--- config.mk ---
export PLATFORM = sky130hd
export DESIGN_NAME = mcs_top
export DESIGN_NICKNAME = d
export VERILOG_FILES = /design/src/logic/mcs_ram.v /design/src/logic/mcs_sync.v /design/src/logic/mcs_top.v
export VERILOG_INCLUDE_DIRS = /design/src /design/src/include
export SDC_FILE = /design/constraint.sdc
export NUM_CORES = 2
export LEC_CHECK = 0
export ABC_AREA = 0
export BUFFER_PORTS_ARGS = -buffer_cell sky130_fd_sc_hd__buf_2
export CORE_MARGIN = 3
export CORE_UTILIZATION = 40
export CTS_BUF_LIST = sky130_fd_sc_hd__clkbuf_4
export DETAILED_ROUTE_END_ITERATION = 10
export GPL_TIMING_DRIVEN = 0
export SLEW_MARGIN = 10
export SYNTH_ARGS = -nofsm -noshare
export SYNTH_HDL_FRONTEND = slang
export SYNTH_SLANG_ARGS = --single-unit
--- constraint.sdc ---
create_clock -name MCLK -period 5.06 [get_ports MCLK]
set_clock_uncertainty 0.05 [all_clocks]
set_input_delay 1.518 -clock MCLK [delete_from_list [all_inputs] [get_ports MCLK]]
set_output_delay 1.518 -clock MCLK [all_outputs]
set_load 0.005 [all_outputs]
--- src/include/mcs_map.vh ---
`ifndef MCS_MAP_VH
`define MCS_MAP_VH

// register byte offsets
`define MCS_REG_CTRL 8'h00
`define MCS_REG_WDT 8'h04
`define MCS_REG_STAT 8'h08
`define MCS_REG_SENDEN 8'h0c
`define MCS_REG_RELAY 8'h10
`define MCS_REG_SW 8'h14
`define MCS_REG_SWN 8'h18
`define MCS_REG_NODE 8'h1c
`define MCS_REG_CMD 8'h40
`define MCS_REG_FB 8'h60
`define MCS_AXIS_SPAN 8'h18

// control register fields
`define MCS_CTRL_WD_EN 0
`define MCS_CTRL_PWR_REQ 1
`define MCS_CTRL_HOST_RUN 2

// status register fields
`define MCS_ST_WD_EXP 0
`define MCS_ST_FAULT 1
`define MCS_ST_PWR_ON 2
`define MCS_ST_CAN_FULL 3
`define MCS_ST_BUS_ERR 4
`define MCS_ST_BOOTED 5
`define MCS_ST_DISC 6

// reset values
`define MCS_CTRL_RST 32'h0000_0000
`define MCS_WDT_RST 32'h0000_0000

// can frame format
`define MCS_CAN_CMD_ID 11'h010
`define MCS_CAN_FB_ID 11'h020
`define MCS_CAN_DLC 4'h4
`define MCS_AXES 6

// timing, times in ns
`define MCS_CLK_NS 10
`define MCS_CAN_BIT_NS 1000
`define MCS_CAN_BIT_CYC (`MCS_CAN_BIT_NS / `MCS_CLK_NS)
`define MCS_BLINK_NS 250000000
`define MCS_BLINK_CYC (`MCS_BLINK_NS / `MCS_CLK_NS)
`define MCS_NODE_TICK_NS 1000000
`define MCS_NODE_TICK_CYC (`MCS_NODE_TICK_NS / `MCS_CLK_NS)
`define MCS_DISC_TICKS 100
`define MCS_NODE_TIMEOUT_TICKS 10

`endif

--- src/logic/mcs_ram.v ---
`timescale 1ns/1ps
module mcs_ram #(
	parameter AW = 3,
	parameter DW = 32
) (
	input wire clk,
	input wire we,
	input wire [AW-1:0] waddr,
	input wire [DW-1:0] wdata,
	input wire re,
	input wire [AW-1:0] raddr,
	output reg [DW-1:0] rdata
);
	reg [DW-1:0] mem [0:(1<<AW)-1];

	// no reset on the array: contents are undefined until written
	always @(posedge clk) begin
		if (we) begin
			mem[waddr] <= wdata;
		end
		if (re) begin
			rdata <= mem[raddr];
		end
	end
endmodule

--- src/logic/mcs_sync.v ---
`timescale 1ns/1ps
module mcs_sync #(
	parameter W = 1
) (
	input wire clk,
	input wire rstn,
	input wire [W-1:0] d,
	output reg [W-1:0] q
);
	reg [W-1:0] meta_q;

	always @(posedge clk) begin
		if (!rstn) begin
			meta_q <= {W{1'b0}};
			q <= {W{1'b0}};
		end else begin
			meta_q <= d;
			q <= meta_q;
		end
	end
endmodule

--- src/logic/mcs_top.v ---
// Function
// - can frames: 11-bit identifier, four data bytes
// - can link runs at one megabit per second
// - axis n command sent with identifier 0x10+n
// - send commands only while axis send-enable set
// - each host service read reloads the watchdog
// - readable flag shows watchdog has expired
// - expiry forces all power enables low in hardware
// - watchdog counts only while its enable set
// - can led: blink traffic, on full, else off
// - rs485 led: blink init, on healthy, off dropped
// - host led blinks while host software runs
// - boot led lights after successful boot only
// - error led: off, blink bus error, on watchdog
// - drop rs485 nodes that stop answering regularly
// - unique 4-bit node addresses found at startup
// - limit and home switches sampled, plain and negated
// - per-relay inversion setting negates relay output
// - power enable needs request, no expiry, no fault
`timescale 1ns/1ps
`include "mcs_map.vh"
module mcs_top #(
	parameter BLINK_CYCLES = `MCS_BLINK_CYC,
	parameter NODE_TICK_CYCLES = `MCS_NODE_TICK_CYC,
	parameter [15:0] DISC_TICKS = `MCS_DISC_TICKS,
	parameter [7:0] NODE_TIMEOUT_TICKS = `MCS_NODE_TIMEOUT_TICKS,
	parameter PWR_OUTS = 7
) (
	input wire MCLK,
	input wire RSTN,
	input wire [7:0] S_AXI_AWADDR,
	input wire S_AXI_AWVALID,
	output wire S_AXI_AWREADY,
	input wire [31:0] S_AXI_WDATA,
	input wire [3:0] S_AXI_WSTRB,
	input wire S_AXI_WVALID,
	output wire S_AXI_WREADY,
	output reg [1:0] S_AXI_BRESP,
	output reg S_AXI_BVALID,
	input wire S_AXI_BREADY,
	input wire [7:0] S_AXI_ARADDR,
	input wire S_AXI_ARVALID,
	output wire S_AXI_ARREADY,
	output reg [31:0] S_AXI_RDATA,
	output reg [1:0] S_AXI_RRESP,
	output reg S_AXI_RVALID,
	input wire S_AXI_RREADY,
	input wire [5:0] LOWER_LIMIT_SWITCH_LEVEL,
	input wire [5:0] UPPER_LIMIT_SWITCH_LEVEL,
	input wire [5:0] HOME_SWITCH_LEVEL,
	input wire AMP_POWER_FAULT,
	output reg [PWR_OUTS-1:0] AMP_POWER_ENABLE,
	output reg CAN_TX_VALID,
	input wire CAN_TX_READY,
	output reg [10:0] CAN_TX_ID,
	output wire [3:0] CAN_TX_DLC,
	output wire [31:0] CAN_TX_DATA,
	input wire CAN_RX_VALID,
	input wire CAN_RX_EXT,
	input wire [10:0] CAN_RX_ID,
	input wire [3:0] CAN_RX_DLC,
	input wire [31:0] CAN_RX_DATA,
	input wire CAN_BUF_FULL,
	output reg CAN_BIT_TICK,
	input wire NODE_ANS_VALID,
	input wire [3:0] NODE_ANS_ADDR,
	output reg [7:0] RELAY_OUT,
	output reg LED_CAN,
	output reg LED_RS485,
	output reg HOST_ACTIVITY_INDICATOR,
	output reg LED_BOOT,
	output reg LED_ERROR
);
	localparam ST_IDLE = 3'b001;
	localparam ST_FETCH = 3'b010;
	localparam ST_SEND = 3'b100;

	function map_ok;
		input [7:0] a;
		begin
			if (a[1:0] != 2'b00) begin
				map_ok = 1'b0;
			end else if (a <= `MCS_REG_NODE) begin
				map_ok = 1'b1;
			end else if (a >= `MCS_REG_CMD && a < `MCS_REG_CMD + `MCS_AXIS_SPAN) begin
				map_ok = 1'b1;
			end else if (a >= `MCS_REG_FB && a < `MCS_REG_FB + `MCS_AXIS_SPAN) begin
				map_ok = 1'b1;
			end else begin
				map_ok = 1'b0;
			end
		end
	endfunction

	function [2:0] axis_idx;
		input [7:0] a;
		begin
			axis_idx = a[4:2];
		end
	endfunction

	function [31:0] merge;
		input [31:0] old;
		input [31:0] nw;
		input [3:0] strb;
		integer i;
		begin
			merge = old;
			for (i = 0; i < 4; i = i + 1) begin
				if (strb[i]) begin
					merge[i*8 +: 8] = nw[i*8 +: 8];
				end
			end
		end
	endfunction

	function [2:0] first_axis;
		input [5:0] v;
		integer i;
		begin
			first_axis = 3'd0;
			for (i = 5; i >= 0; i = i - 1) begin
				if (v[i]) begin
					first_axis = i[2:0];
				end
			end
		end
	endfunction

	wire [18:0] pins_s;
	wire [17:0] sw_s = pins_s[17:0];
	wire fault_s = pins_s[18];
	// pins are asynchronous to MCLK
	mcs_sync #(.W(19)) u_sync (
		.clk(MCLK),
		.rstn(RSTN),
		.d({AMP_POWER_FAULT, HOME_SWITCH_LEVEL, UPPER_LIMIT_SWITCH_LEVEL, LOWER_LIMIT_SWITCH_LEVEL}),
		.q(pins_s)
	);

	reg [31:0] ctrl_q, wdt_q, wd_cnt_q, blink_cnt_q, tick_cnt_q;
	reg [5:0] senden_q, pending_q, pending_d;
	reg [15:0] relay_q, disc_cnt_q;
	reg [6:0] bit_cnt_q;
	reg wd_exp_q, wd_en_d1_q, bus_err_q, blink_q, blink_tick_q, node_tick_q, disc_done_q;
	reg can_act_q, can_recent_q;
	reg aw_full_q, w_full_q, rd_busy_q;
	reg [7:0] aw_addr_q, rd_addr_q;
	reg [31:0] w_data_q;
	reg [3:0] w_strb_q;
	reg [2:0] state_q, tx_axis_q;
	wire [15:0] node_init, node_act;
	wire [31:0] fb_q;

	// AXI4-Lite write channel: address and data taken in either order
	assign S_AXI_AWREADY = !aw_full_q && !S_AXI_BVALID;
	assign S_AXI_WREADY = !w_full_q && !S_AXI_BVALID;
	wire aw_hs = S_AXI_AWVALID && S_AXI_AWREADY;
	wire w_hs = S_AXI_WVALID && S_AXI_WREADY;
	wire do_wr = aw_full_q && w_full_q && !S_AXI_BVALID;
	wire wr_ok = map_ok(aw_addr_q);
	wire cmd_wr = do_wr && aw_addr_q >= `MCS_REG_CMD && aw_addr_q < `MCS_REG_CMD + `MCS_AXIS_SPAN
		&& w_strb_q == 4'hf;
	wire [2:0] wr_axis = axis_idx(aw_addr_q - `MCS_REG_CMD);
	wire stat_wr = do_wr && aw_addr_q == `MCS_REG_STAT && w_strb_q[0];
	wire [31:0] relay_m = merge({16'h0000, relay_q}, w_data_q, w_strb_q);

	assign S_AXI_ARREADY = !rd_busy_q && !S_AXI_RVALID;
	wire ar_hs = S_AXI_ARVALID && S_AXI_ARREADY;
	wire svc = ar_hs && S_AXI_ARADDR == `MCS_REG_STAT;
	wire tx_done = (state_q == ST_SEND) && CAN_TX_READY;
	wire rx_ok = CAN_RX_VALID && !CAN_RX_EXT && CAN_RX_DLC == `MCS_CAN_DLC
		&& CAN_RX_ID >= `MCS_CAN_FB_ID && CAN_RX_ID < `MCS_CAN_FB_ID + `MCS_AXES;
	wire [10:0] rx_off = CAN_RX_ID - `MCS_CAN_FB_ID;
	wire wd_en = ctrl_q[`MCS_CTRL_WD_EN];
	wire [5:0] tx_ready = pending_q & senden_q;

	always @(posedge MCLK) begin
		if (!RSTN) begin
			aw_full_q <= 1'b0;
			w_full_q <= 1'b0;
			aw_addr_q <= 8'h00;
			w_data_q <= 32'h0000_0000;
			w_strb_q <= 4'h0;
			S_AXI_BVALID <= 1'b0;
			S_AXI_BRESP <= 2'b00;
			ctrl_q <= `MCS_CTRL_RST;
			wdt_q <= `MCS_WDT_RST;
			senden_q <= 6'h00;
			relay_q <= 16'h0000;
		end else begin
			if (aw_hs) begin
				aw_full_q <= 1'b1;
				aw_addr_q <= S_AXI_AWADDR;
			end
			if (w_hs) begin
				w_full_q <= 1'b1;
				w_data_q <= S_AXI_WDATA;
				w_strb_q <= S_AXI_WSTRB;
			end
			if (do_wr) begin
				aw_full_q <= 1'b0;
				w_full_q <= 1'b0;
				S_AXI_BVALID <= 1'b1;
				S_AXI_BRESP <= wr_ok ? 2'b00 : 2'b10;
				if (aw_addr_q == `MCS_REG_CTRL) begin
					ctrl_q <= merge(ctrl_q, w_data_q, w_strb_q) & 32'h0000_0007;
				end else if (aw_addr_q == `MCS_REG_WDT) begin
					wdt_q <= merge(wdt_q, w_data_q, w_strb_q);
				end else if (aw_addr_q == `MCS_REG_SENDEN) begin
					senden_q <= w_strb_q[0] ? w_data_q[5:0] : senden_q;
				end else if (aw_addr_q == `MCS_REG_RELAY) begin
					relay_q <= relay_m[15:0];
				end
			end else if (S_AXI_BVALID && S_AXI_BREADY) begin
				S_AXI_BVALID <= 1'b0;
			end
		end
	end

	// read: address taken, feedback memory read, data registered
	always @(posedge MCLK) begin
		if (!RSTN) begin
			rd_busy_q <= 1'b0;
			rd_addr_q <= 8'h00;
			S_AXI_RVALID <= 1'b0;
			S_AXI_RDATA <= 32'h0000_0000;
			S_AXI_RRESP <= 2'b00;
		end else if (ar_hs) begin
			rd_busy_q <= 1'b1;
			rd_addr_q <= S_AXI_ARADDR;
		end else if (rd_busy_q) begin
			rd_busy_q <= 1'b0;
			S_AXI_RVALID <= 1'b1;
			S_AXI_RRESP <= map_ok(rd_addr_q) ? 2'b00 : 2'b10;
			if (rd_addr_q == `MCS_REG_CTRL) begin
				S_AXI_RDATA <= ctrl_q;
			end else if (rd_addr_q == `MCS_REG_WDT) begin
				S_AXI_RDATA <= wdt_q;
			end else if (rd_addr_q == `MCS_REG_STAT) begin
				S_AXI_RDATA <= {25'h0, !disc_done_q, disc_done_q, bus_err_q, CAN_BUF_FULL,
					AMP_POWER_ENABLE[0], fault_s, wd_exp_q};
			end else if (rd_addr_q == `MCS_REG_SENDEN) begin
				S_AXI_RDATA <= {26'h0, senden_q};
			end else if (rd_addr_q == `MCS_REG_RELAY) begin
				S_AXI_RDATA <= {16'h0, relay_q};
			end else if (rd_addr_q == `MCS_REG_SW) begin
				S_AXI_RDATA <= {14'h0, sw_s};
			end else if (rd_addr_q == `MCS_REG_SWN) begin
				S_AXI_RDATA <= {14'h0, ~sw_s};
			end else if (rd_addr_q == `MCS_REG_NODE) begin
				S_AXI_RDATA <= {node_init, node_act};
			end else if (rd_addr_q >= `MCS_REG_FB && map_ok(rd_addr_q)) begin
				S_AXI_RDATA <= fb_q;
			end else begin
				S_AXI_RDATA <= 32'h0000_0000;
			end
		end else if (S_AXI_RVALID && S_AXI_RREADY) begin
			S_AXI_RVALID <= 1'b0;
		end
	end

	mcs_ram #(.AW(3), .DW(32)) u_cmd_ram (
		.clk(MCLK),
		.we(cmd_wr),
		.waddr(wr_axis),
		.wdata(w_data_q),
		.re(state_q == ST_FETCH),
		.raddr(tx_axis_q),
		.rdata(CAN_TX_DATA)
	);

	// feedback_axis_position store, one word per axis
	mcs_ram #(.AW(3), .DW(32)) u_fb_ram (
		.clk(MCLK),
		.we(rx_ok),
		.waddr(rx_off[2:0]),
		.wdata(CAN_RX_DATA),
		.re(ar_hs),
		.raddr(axis_idx(S_AXI_ARADDR - `MCS_REG_FB)),
		.rdata(fb_q)
	);

	assign CAN_TX_DLC = `MCS_CAN_DLC;

	// frame data latched in fetch; a later write to that axis is sent again
	always @* begin
		pending_d = pending_q;
		if (state_q == ST_FETCH) begin
			pending_d[tx_axis_q] = 1'b0;
		end
		if (cmd_wr) begin
			pending_d[wr_axis] = 1'b1;
		end
	end

	always @(posedge MCLK) begin
		if (!RSTN) begin
			state_q <= ST_IDLE;
			tx_axis_q <= 3'd0;
			pending_q <= 6'h00;
			CAN_TX_VALID <= 1'b0;
			CAN_TX_ID <= 11'h000;
		end else begin
			pending_q <= pending_d;
			case (state_q)
				ST_IDLE: begin
					if (|tx_ready) begin
						tx_axis_q <= first_axis(tx_ready);
						state_q <= ST_FETCH;
					end
				end
				ST_FETCH: begin
					CAN_TX_VALID <= 1'b1;
					CAN_TX_ID <= `MCS_CAN_CMD_ID + {8'h00, tx_axis_q};
					state_q <= ST_SEND;
				end
				ST_SEND: begin
					if (CAN_TX_READY) begin
						CAN_TX_VALID <= 1'b0;
						state_q <= ST_IDLE;
					end
				end
				default: begin
					state_q <= ST_IDLE;
				end
			endcase
		end
	end

	// dividers: can bit enable, blink rate, node supervision tick
	always @(posedge MCLK) begin
		if (!RSTN) begin
			bit_cnt_q <= 7'd0;
			CAN_BIT_TICK <= 1'b0;
			blink_cnt_q <= 32'd0;
			blink_tick_q <= 1'b0;
			blink_q <= 1'b0;
			tick_cnt_q <= 32'd0;
			node_tick_q <= 1'b0;
			disc_cnt_q <= 16'd0;
			disc_done_q <= 1'b0;
		end else begin
			CAN_BIT_TICK <= bit_cnt_q == `MCS_CAN_BIT_CYC - 1;
			bit_cnt_q <= (bit_cnt_q == `MCS_CAN_BIT_CYC - 1) ? 7'd0 : bit_cnt_q + 7'd1;
			blink_tick_q <= blink_cnt_q == BLINK_CYCLES - 1;
			blink_cnt_q <= (blink_cnt_q == BLINK_CYCLES - 1) ? 32'd0 : blink_cnt_q + 32'd1;
			if (blink_tick_q) begin
				blink_q <= !blink_q;
			end
			node_tick_q <= tick_cnt_q == NODE_TICK_CYCLES - 1;
			tick_cnt_q <= (tick_cnt_q == NODE_TICK_CYCLES - 1) ? 32'd0 : tick_cnt_q + 32'd1;
			if (node_tick_q && !disc_done_q) begin
				disc_cnt_q <= disc_cnt_q + 16'd1;
				disc_done_q <= disc_cnt_q == DISC_TICKS - 16'd1;
			end
		end
	end

	// node supervision, one tracker per 4-bit address
	genvar g;
	generate
		for (g = 0; g < 16; g = g + 1) begin : node
			reg [7:0] age_q;
			reg init_q, act_q;
			wire hit = NODE_ANS_VALID && NODE_ANS_ADDR == g;
			always @(posedge MCLK) begin
				if (!RSTN) begin
					age_q <= 8'd0;
					init_q <= 1'b0;
					act_q <= 1'b0;
				end else begin
					if (hit) begin
						age_q <= 8'd0;
					end else if (node_tick_q && age_q != NODE_TIMEOUT_TICKS) begin
						age_q <= age_q + 8'd1;
					end
					if (!disc_done_q && hit) begin
						init_q <= 1'b1;
						act_q <= 1'b1;
					end else if (!hit && node_tick_q && age_q == NODE_TIMEOUT_TICKS - 8'd1) begin
						act_q <= 1'b0;
					end
				end
			end
			assign node_init[g] = init_q;
			assign node_act[g] = act_q;
		end
	endgenerate

	// watchdog, power, status flags and indicators
	always @(posedge MCLK) begin
		if (!RSTN) begin
			wd_cnt_q <= 32'd0;
			wd_exp_q <= 1'b0;
			wd_en_d1_q <= 1'b0;
			bus_err_q <= 1'b0;
			can_act_q <= 1'b0;
			can_recent_q <= 1'b0;
			AMP_POWER_ENABLE <= {PWR_OUTS{1'b0}};
			RELAY_OUT <= 8'h00;
			LED_CAN <= 1'b0;
			LED_RS485 <= 1'b0;
			HOST_ACTIVITY_INDICATOR <= 1'b0;
			LED_BOOT <= 1'b0;
			LED_ERROR <= 1'b0;
		end else begin
			wd_en_d1_q <= wd_en;
			if (!wd_en || svc) begin
				wd_cnt_q <= 32'd0;
			end else if (wd_cnt_q < wdt_q) begin
				wd_cnt_q <= wd_cnt_q + 32'd1;
			end
			if (wd_en && !svc && wd_cnt_q >= wdt_q) begin
				wd_exp_q <= 1'b1;
			end else if (wd_en && !wd_en_d1_q) begin
				wd_exp_q <= 1'b0;
			end
			// error set beats the software clear
			if ((do_wr && !wr_ok) || (rd_busy_q && !map_ok(rd_addr_q))) begin
				bus_err_q <= 1'b1;
			end else if (stat_wr && w_data_q[`MCS_ST_BUS_ERR]) begin
				bus_err_q <= 1'b0;
			end
			AMP_POWER_ENABLE <= {PWR_OUTS{ctrl_q[`MCS_CTRL_PWR_REQ] && !wd_exp_q && !fault_s}};
			RELAY_OUT <= relay_q[7:0] ^ relay_q[15:8];
			if (tx_done || rx_ok) begin
				can_act_q <= 1'b1;
			end else if (blink_tick_q) begin
				can_act_q <= 1'b0;
			end
			if (blink_tick_q) begin
				can_recent_q <= can_act_q;
			end
			LED_CAN <= CAN_BUF_FULL || (can_recent_q && blink_q);
			if (!disc_done_q) begin
				LED_RS485 <= blink_q;
			end else begin
				LED_RS485 <= (|node_init) && ((node_init & ~node_act) == 16'h0000);
			end
			HOST_ACTIVITY_INDICATOR <= ctrl_q[`MCS_CTRL_HOST_RUN] && blink_q;
			LED_BOOT <= disc_done_q;
			LED_ERROR <= wd_exp_q || (bus_err_q && blink_q);
		end
	end
endmodule

== Word-level counts from Yosys, hierarchy flattened ==
Memory sizes are Yosys's and may differ from the RTL's. A register that Yosys moved wholly into a read port is not among the register bits.
Cells that the tools add are included.
Widths: inputs -> output; s select.

* Output and inout bits: 110
* Latch bits: 0
* Bits in writable memories: 512
* Register bits: 515
* ROM bits: 0
* Memories: 2
* Input port bits: 134

* Reductions and logical operators: 221
* Shift-type cells: 0
* Divide/modulo/power cells: 0
* Multiplexer cells: 99
* $lt $le $gt $ge: 18
* Equal/unequal tests: 70
* Multiply operators: 0
* Bitwise gates (word level): 13
* $add $sub $neg: 25

{| class="wikitable"
|+ Memories
! name !! depth !! width !! read ports !! clocked after memory_dff !! wr ports !! RTL line !! RTL
|-
| u_cmd_ram.mem || 8 || 32 || 1 || 1 || 1 || mcs_ram.v:14 || <nowiki>reg [DW-1:0] mem [0:(1<<AW)-1];</nowiki>
|-
| u_fb_ram.mem || 8 || 32 || 1 || 1 || 1 || mcs_ram.v:14 ||
|}

{| class="wikitable"
|+ Operator list
! kind !! count
|-
| $mux 32 || 9
|-
| $eq 8x4->1 const B || 21
|-
| $add 8x1->8 const B || 16
|-
| $ne 8x4->1 const B || 16
|-
| $logic_and 1x1->1 || 121
|-
| $add 32x1->32 const B || 3
|-
| $mux 1 || 74
|-
| $reduce_bool 2->1 || 24
|-
| $reduce_or 2->1 || 21
|-
| $eq 8x5->1 const B || 5
|-
| $eq 4x4->1 const B || 9
|-
| $eq 32x17->1 const B || 1
|-
| $eq 32x25->1 const B || 1
|-
| $ge 32x32->1 || 1
|-
| $ge 8x7->1 const B || 4
|-
| $lt 32x32->1 || 1
|-
| $lt 8x7->1 const B || 4
|-
| $logic_not 1->1 || 31
|-
| $mux 3 || 8
|-
| $eq 4x3->1 const B || 5
|-
| $not 18->18 || 1
|-
| $add 16x1->16 const B || 1
|-
| $and 16x16->16 || 1
|-
| $eq 16x7->1 const B || 1
|-
| other kinds (39) || 67
|}

== Logic depth before layout (Yosys ltp) ==
* Word-level depth: 27
* Depth in mapped cells: 11

== By module ==
From an unflattened synthesis, not the netlist that was laid out.

* Cell total of the unflattened synthesis: 3521
* Area, all modules: 44393.8 sq um

{| class="wikitable"
|+ By module, submodules not included
! module !! instances !! cells each !! area an instance (sq um)
|-
| mcs_top || 1 || 2611 || 21783.4
|-
| mcs_ram || 2 || 415 || 10786.6
|-
| mcs_sync || 1 || 80 || 1037.2
|}

== Least setup slack after synthesis ==
OpenSTA, ideal clock, no wires.

* Path kind: input -> register
* From: in CAN_RX_DLC[1]
* To: mem u_fb_ram.mem[0][0], enable pin
* Cell stages on the path: 4
* Arrival: 4.315 ns
* Slack: 0.234 ns
* Setup time: 0.461 ns
* Cell sequence: nor4b_1 and4_1 nand2b_1 nor3_1

* Cells in the longest elaborated chain, start to end: 6

{| class="wikitable"
|+ Ends and longest elaborated chain
! item !! RTL line !! RTL
|-
| start: declaration || mcs_top.v:61 || <nowiki>input wire [3:0] CAN_RX_DLC,</nowiki>
|-
| $eq 4x3->1 (no source line) || n/a ||
|-
| $logic_and 1x1->1 (no source line) (3 in series) || n/a ||
|-
| $mux 1 || mcs_ram.v:18 || <nowiki>if (we) begin</nowiki>
|-
| $mux 1 (implied by the code) || mcs_ram.v:19 || <nowiki>mem[waddr] <= wdata;</nowiki>
|-
| end: declaration || mcs_ram.v:14 ||
|}

No other way between the ends.

== Final worst setup path ==
* From: reg rd_busy_q
* To: reg wd_cnt_q[25]

* Cells in the longest elaborated chain, start to end: 6

{| class="wikitable"
|+ Ends and longest elaborated chain
! item !! RTL line !! RTL
|-
| start: declaration || mcs_top.v:147 || <nowiki>reg aw_full_q, w_full_q, rd_busy_q;</nowiki>
|-
| start signal: assignment || mcs_top.v:224 || <nowiki>rd_busy_q <= 1'b0;</nowiki>
|-
| start signal: assignment || mcs_top.v:230 || <nowiki>rd_busy_q <= 1'b1;</nowiki>
|-
| start signal: assignment || mcs_top.v:233 || <nowiki>rd_busy_q <= 1'b0;</nowiki>
|-
| $logic_not 1->1 || mcs_top.v:168 || <nowiki>assign S_AXI_ARREADY = !rd_busy_q && !S_AXI_RVALID;</nowiki>
|-
| $logic_and 1x1->1 || mcs_top.v:168 ||
|-
| $logic_and 1x1->1 || mcs_top.v:169 || <nowiki>wire ar_hs = S_AXI_ARVALID && S_AXI_ARREADY;</nowiki>
|-
| named net ar_hs || mcs_top.v:169 ||
|-
| $logic_and 1x1->1 (no source line) || n/a ||
|-
| $logic_or 1x1->1 || mcs_top.v:409 || <nowiki>if (!wd_en || svc) begin</nowiki>
|-
| $reduce_or 2->1 (no source line) || n/a ||
|-
| end signal: assignment || mcs_top.v:412 || <nowiki>wd_cnt_q <= wd_cnt_q + 32'd1;</nowiki>
|-
| end: declaration || mcs_top.v:141 || <nowiki>reg [31:0] ctrl_q, wdt_q, wd_cnt_q, blink_cnt_q, tick_cnt_q;</nowiki>
|}

The timed path passes the listed nets, and every way through them passes these cells.
A chain may end at the register's enable or synchronous reset.

==> impl_results.md <==
* Setup TNS at 0 ns
* Worst path cell trace: buf_4 -> nor2_1 -> nand2_1 -> inv_2 -> nand3_1 -> and2_1 -> buf_2 -> buf_2 -> buf_1 -> nand2_1 -> mux2i_1
* Top FF cell, synth: edfxtp_1
* Fin. Hold Viols at 0
* FP Rows at 120
* Place WS at 0.620 ns
* DRC Markers at 0
* Peak supply drop at 0.187 mV
* Clock slew at reported path FFs at 0.07 ns
* First-pass DRT Iterations at 8
* Buffers added on ports at 228
* Vias per cell at 5.16
* Outcome: complete, no violations
* Clk_lat worst skew at 1.15 ns
* Reg-to-Reg Start: rd_busy_q
* Post-route ant nets at 0
* Tmin final at 3.98 ns
* Buffers & Inverters on Critical Path at 5
* Hold EP: u_sync.q[3]
* Filler cell count at 9,786
* Critical path class: reg2reg
* TritonCTS buffer count at 304
* Hold buffer count at cts at 0
* Rel. slew slack at 27.1%
* HP Class: reg2reg
* Unique cell type count in the Yosys netlist at 83
* Core area at 108,000 sq um
* Power Density at 352 nW/um^2
* Worst Path Max Fanout at 41
* Hold_sp: u_sync.meta_q[3]
* Final Setup Violations at 0
* PnR worst setup slack at 1.08 ns
* Top Family by Delay on Critical Path: simple AND/OR/NAND/NOR gates
* CTS tree: done
* Largest net degree at the start of global routing at 42
* Die footprint at 114,000 sq um
* First-pass GRT wire length at 174 mm
* DIE WIDTH at 337 microns
* CTS Buffer Depth at 4
* Die Ht at 337 microns
* Hold path cells at 1
* Post-Syn Area per Cell at 12.6 sq um
* Max Fclk at 252 MHz
* Critical-path top delay cell: inv_2
* Initial antenna violation count at 20
* Vias in the first global route at 29,162
* Placed Cells at 5,291
* Register bit total from synthesis at 1,082
* Startpoint types: register
* Maxcap violations at 0
* Yosys warning count at 0
* Post-synthesis sequential area ratio at 62.4%
* Mapped Area at 43,900 sq um
* Reg2reg end: wd_cnt_q[25]
* Setup Fix Bufs, Post-CTS at 0
* Critical path arrival at 4.86 ns
* Initial DRC count at 2,774
* Total power at 18.2 mW
* Htree depth at 5
* Storage element area at 27,400 sq um
* Max Slew Vio Count at 0
* Final Instance Area at 51,600 sq um
* Final period utilization at 78.6%
* Post-DP HPWL at 82.6 mm
* Final Util at 47.8%
* Clk sinks at 1,082
* R2R cell count at 11
* Area grow syn2layout at 17.4%
* Root Driver: clkbuf_4
* Post-Syn Instances at 3,499
* Worst-Margin Slew at 1.09 ns
* Vias at 30,003
* EDFF count, synth at 576
* Nature of the critical path endpoint: register
* Leak at 18.6 nW
* GPL Wtd Cong at 0.936
* CP peak stage delay at 0.73 ns
* Final Hold Slack at 0.382 ns
* Drt wl/cell at 19.9 microns
* Placed Area at 47,700 sq um
* Area of the multi-input gates at 16,000 sq um
* Starting Density at 40.7%
* Layout Cells excl Fill at 5,820
* Asr flop ratio synth at 0%
* Number of nets in the layout at 4,413
* GR Util All Layers at 20.3%
* Io pins at 244
* Layout cells sized above 1 at 23.2%
* Post-cts sizing count at 0
* RSZ-0062 raised after global routing: no
* Remaining global-route overflow at 0
* R2R setup slack at 1.08 ns
* WP data required at 5.95 ns
* Total wire length at 116 mm
[synthesized netlist by cell type (all sizes together) (4+ instances only)]
library cell	n	area, sq um
and3	58	364
and2	52	325
nand4	78	507
nand2b	38	238
a221oi	4	41.3
edfxtp	576	17300
a21boi	17	128
a211oi	33	248
nor2b	9	56.3
o21ai	49	245
or4b	17	170
nor3b	5	37.5
o211ai	4	30.0
a22o	10	87.6
nor4	32	270
nand3b	4	30.0
a221o	11	110
a222oi	16	160
a22oi	16	120
nor4b	7	61.3
inv	99	372
xnor2	85	744
ha	85	1060
mux2	65	732
and4	7	61.3
mux2i	52	521
mux4	128	2880
o22ai	9	56.3
o21a	11	82.6
a21oi	159	796
xor2	117	1020
or4	12	93.8
clkbuf	93	349
nand3	124	621
buf	70	377
o31ai	13	97.6
nor2	428	1610
nor3	56	295
or3	6	37.5
nand2	301	1130
dfxtp	506	10100
[worst register-to-register path: stages, from the launching register on]
cell and delay [ns]:
dfxtp_1 0.30, buf_4 0.16, nor2_1 0.51, nand2_1 0.49, inv_2 0.74, nand3_1 0.41
and2_1 0.28, buf_2 0.21, buf_2 0.23, buf_1 0.25, nand2_1 0.12, mux2i_1 0.07
[power by group]
group	total, mW	internal (mW)	switching [mW]
registers	9.58	9.43	0.157
logic	0.699	0.248	0.450
clock network	7.87	4.31	3.56
[per-layer routing]
metal / part of all wire [%] / track usage (%)
met1: 43 / 27.2
met2: 44 / 30.7
met3: 9.8 / 7.17
met4: 2.5 / 6.77
met5: 0.078 / 0
[layout make-up]
type,instances,area share (%)
antenna,5,0.0243
clock buffer,457,6.65
tap,1403,3.40
timing repair buffer,250,2.86
multi-input combinational,2293,31.0
clock inverter,67,0.723
buffer,163,1.41
inverter,100,0.728
sequential,1082,53.2
[kinds of logic (layout without fill, tap and decap cells)]
kind of cell / Yosys count / in the layout / synth area share [%]
buffers and inverters: 263 / 1037 / 2.51
AOI/OAI and AO/OA: 378 / 378 / 5.55
xor gates and xnor gates: 202 / 202 / 4.03
other: 2 / 146 / 0.0171
muxes: 245 / 245 / 9.42
adders and majority gates: 85 / 85 / 2.42
DFF: 1082 / 1082 / 62.4
and+or+nand+nor: 1242 / 1242 / 13.6
[how the worst max path moves through the flow]
stage                               end  slack (ns)  cells past startpoint     startpoint
floorplan            u_fb_ram.mem[0][0]        0.23                      4  CAN_RX_DLC[1]
global placement    u_fb_ram.mem[1][18]       -2.47                      5  CAN_RX_DLC[1]
detailed placement         wd_cnt_q[21]        0.62                     10  S_AXI_ARVALID
CTS                       S_AXI_ARREADY        1.11                      3      rd_busy_q
global route               wd_cnt_q[22]        0.90                     11      rd_busy_q
finish                     wd_cnt_q[25]        1.08                     11      rd_busy_q
[cell usage in the layout, fill, tap and decap left out, types with 65 or more instances in the layout]
cell type  count
dfxtp_1      506
nand4_1       75
inv_1         95
xor2_1       117
mux2_2        65
xnor2_1       85
ha_1          85
a21oi_1      159
nand2_1      301
conb_1       141
nand3_1      124
clkbuf_1      93
edfxtp_1     576
clkbuf_4     457
mux4_2       128
buf_2        253
nor2_1       417
[state kept, by name (all words and copies together) (netlist names), 32 cells and up]
name,cells
u_cmd_ram.mem,256
u_cmd_ram.rdata,32
w_data_q,32
blink_cnt_q,32
tick_cnt_q,32
u_fb_ram.mem,256
node.age_q,128
wd_cnt_q,32
u_fb_ram.rdata,32
wdt_q,32
S_AXI_RDATA,32
Power figures use the tool's default switching activity.
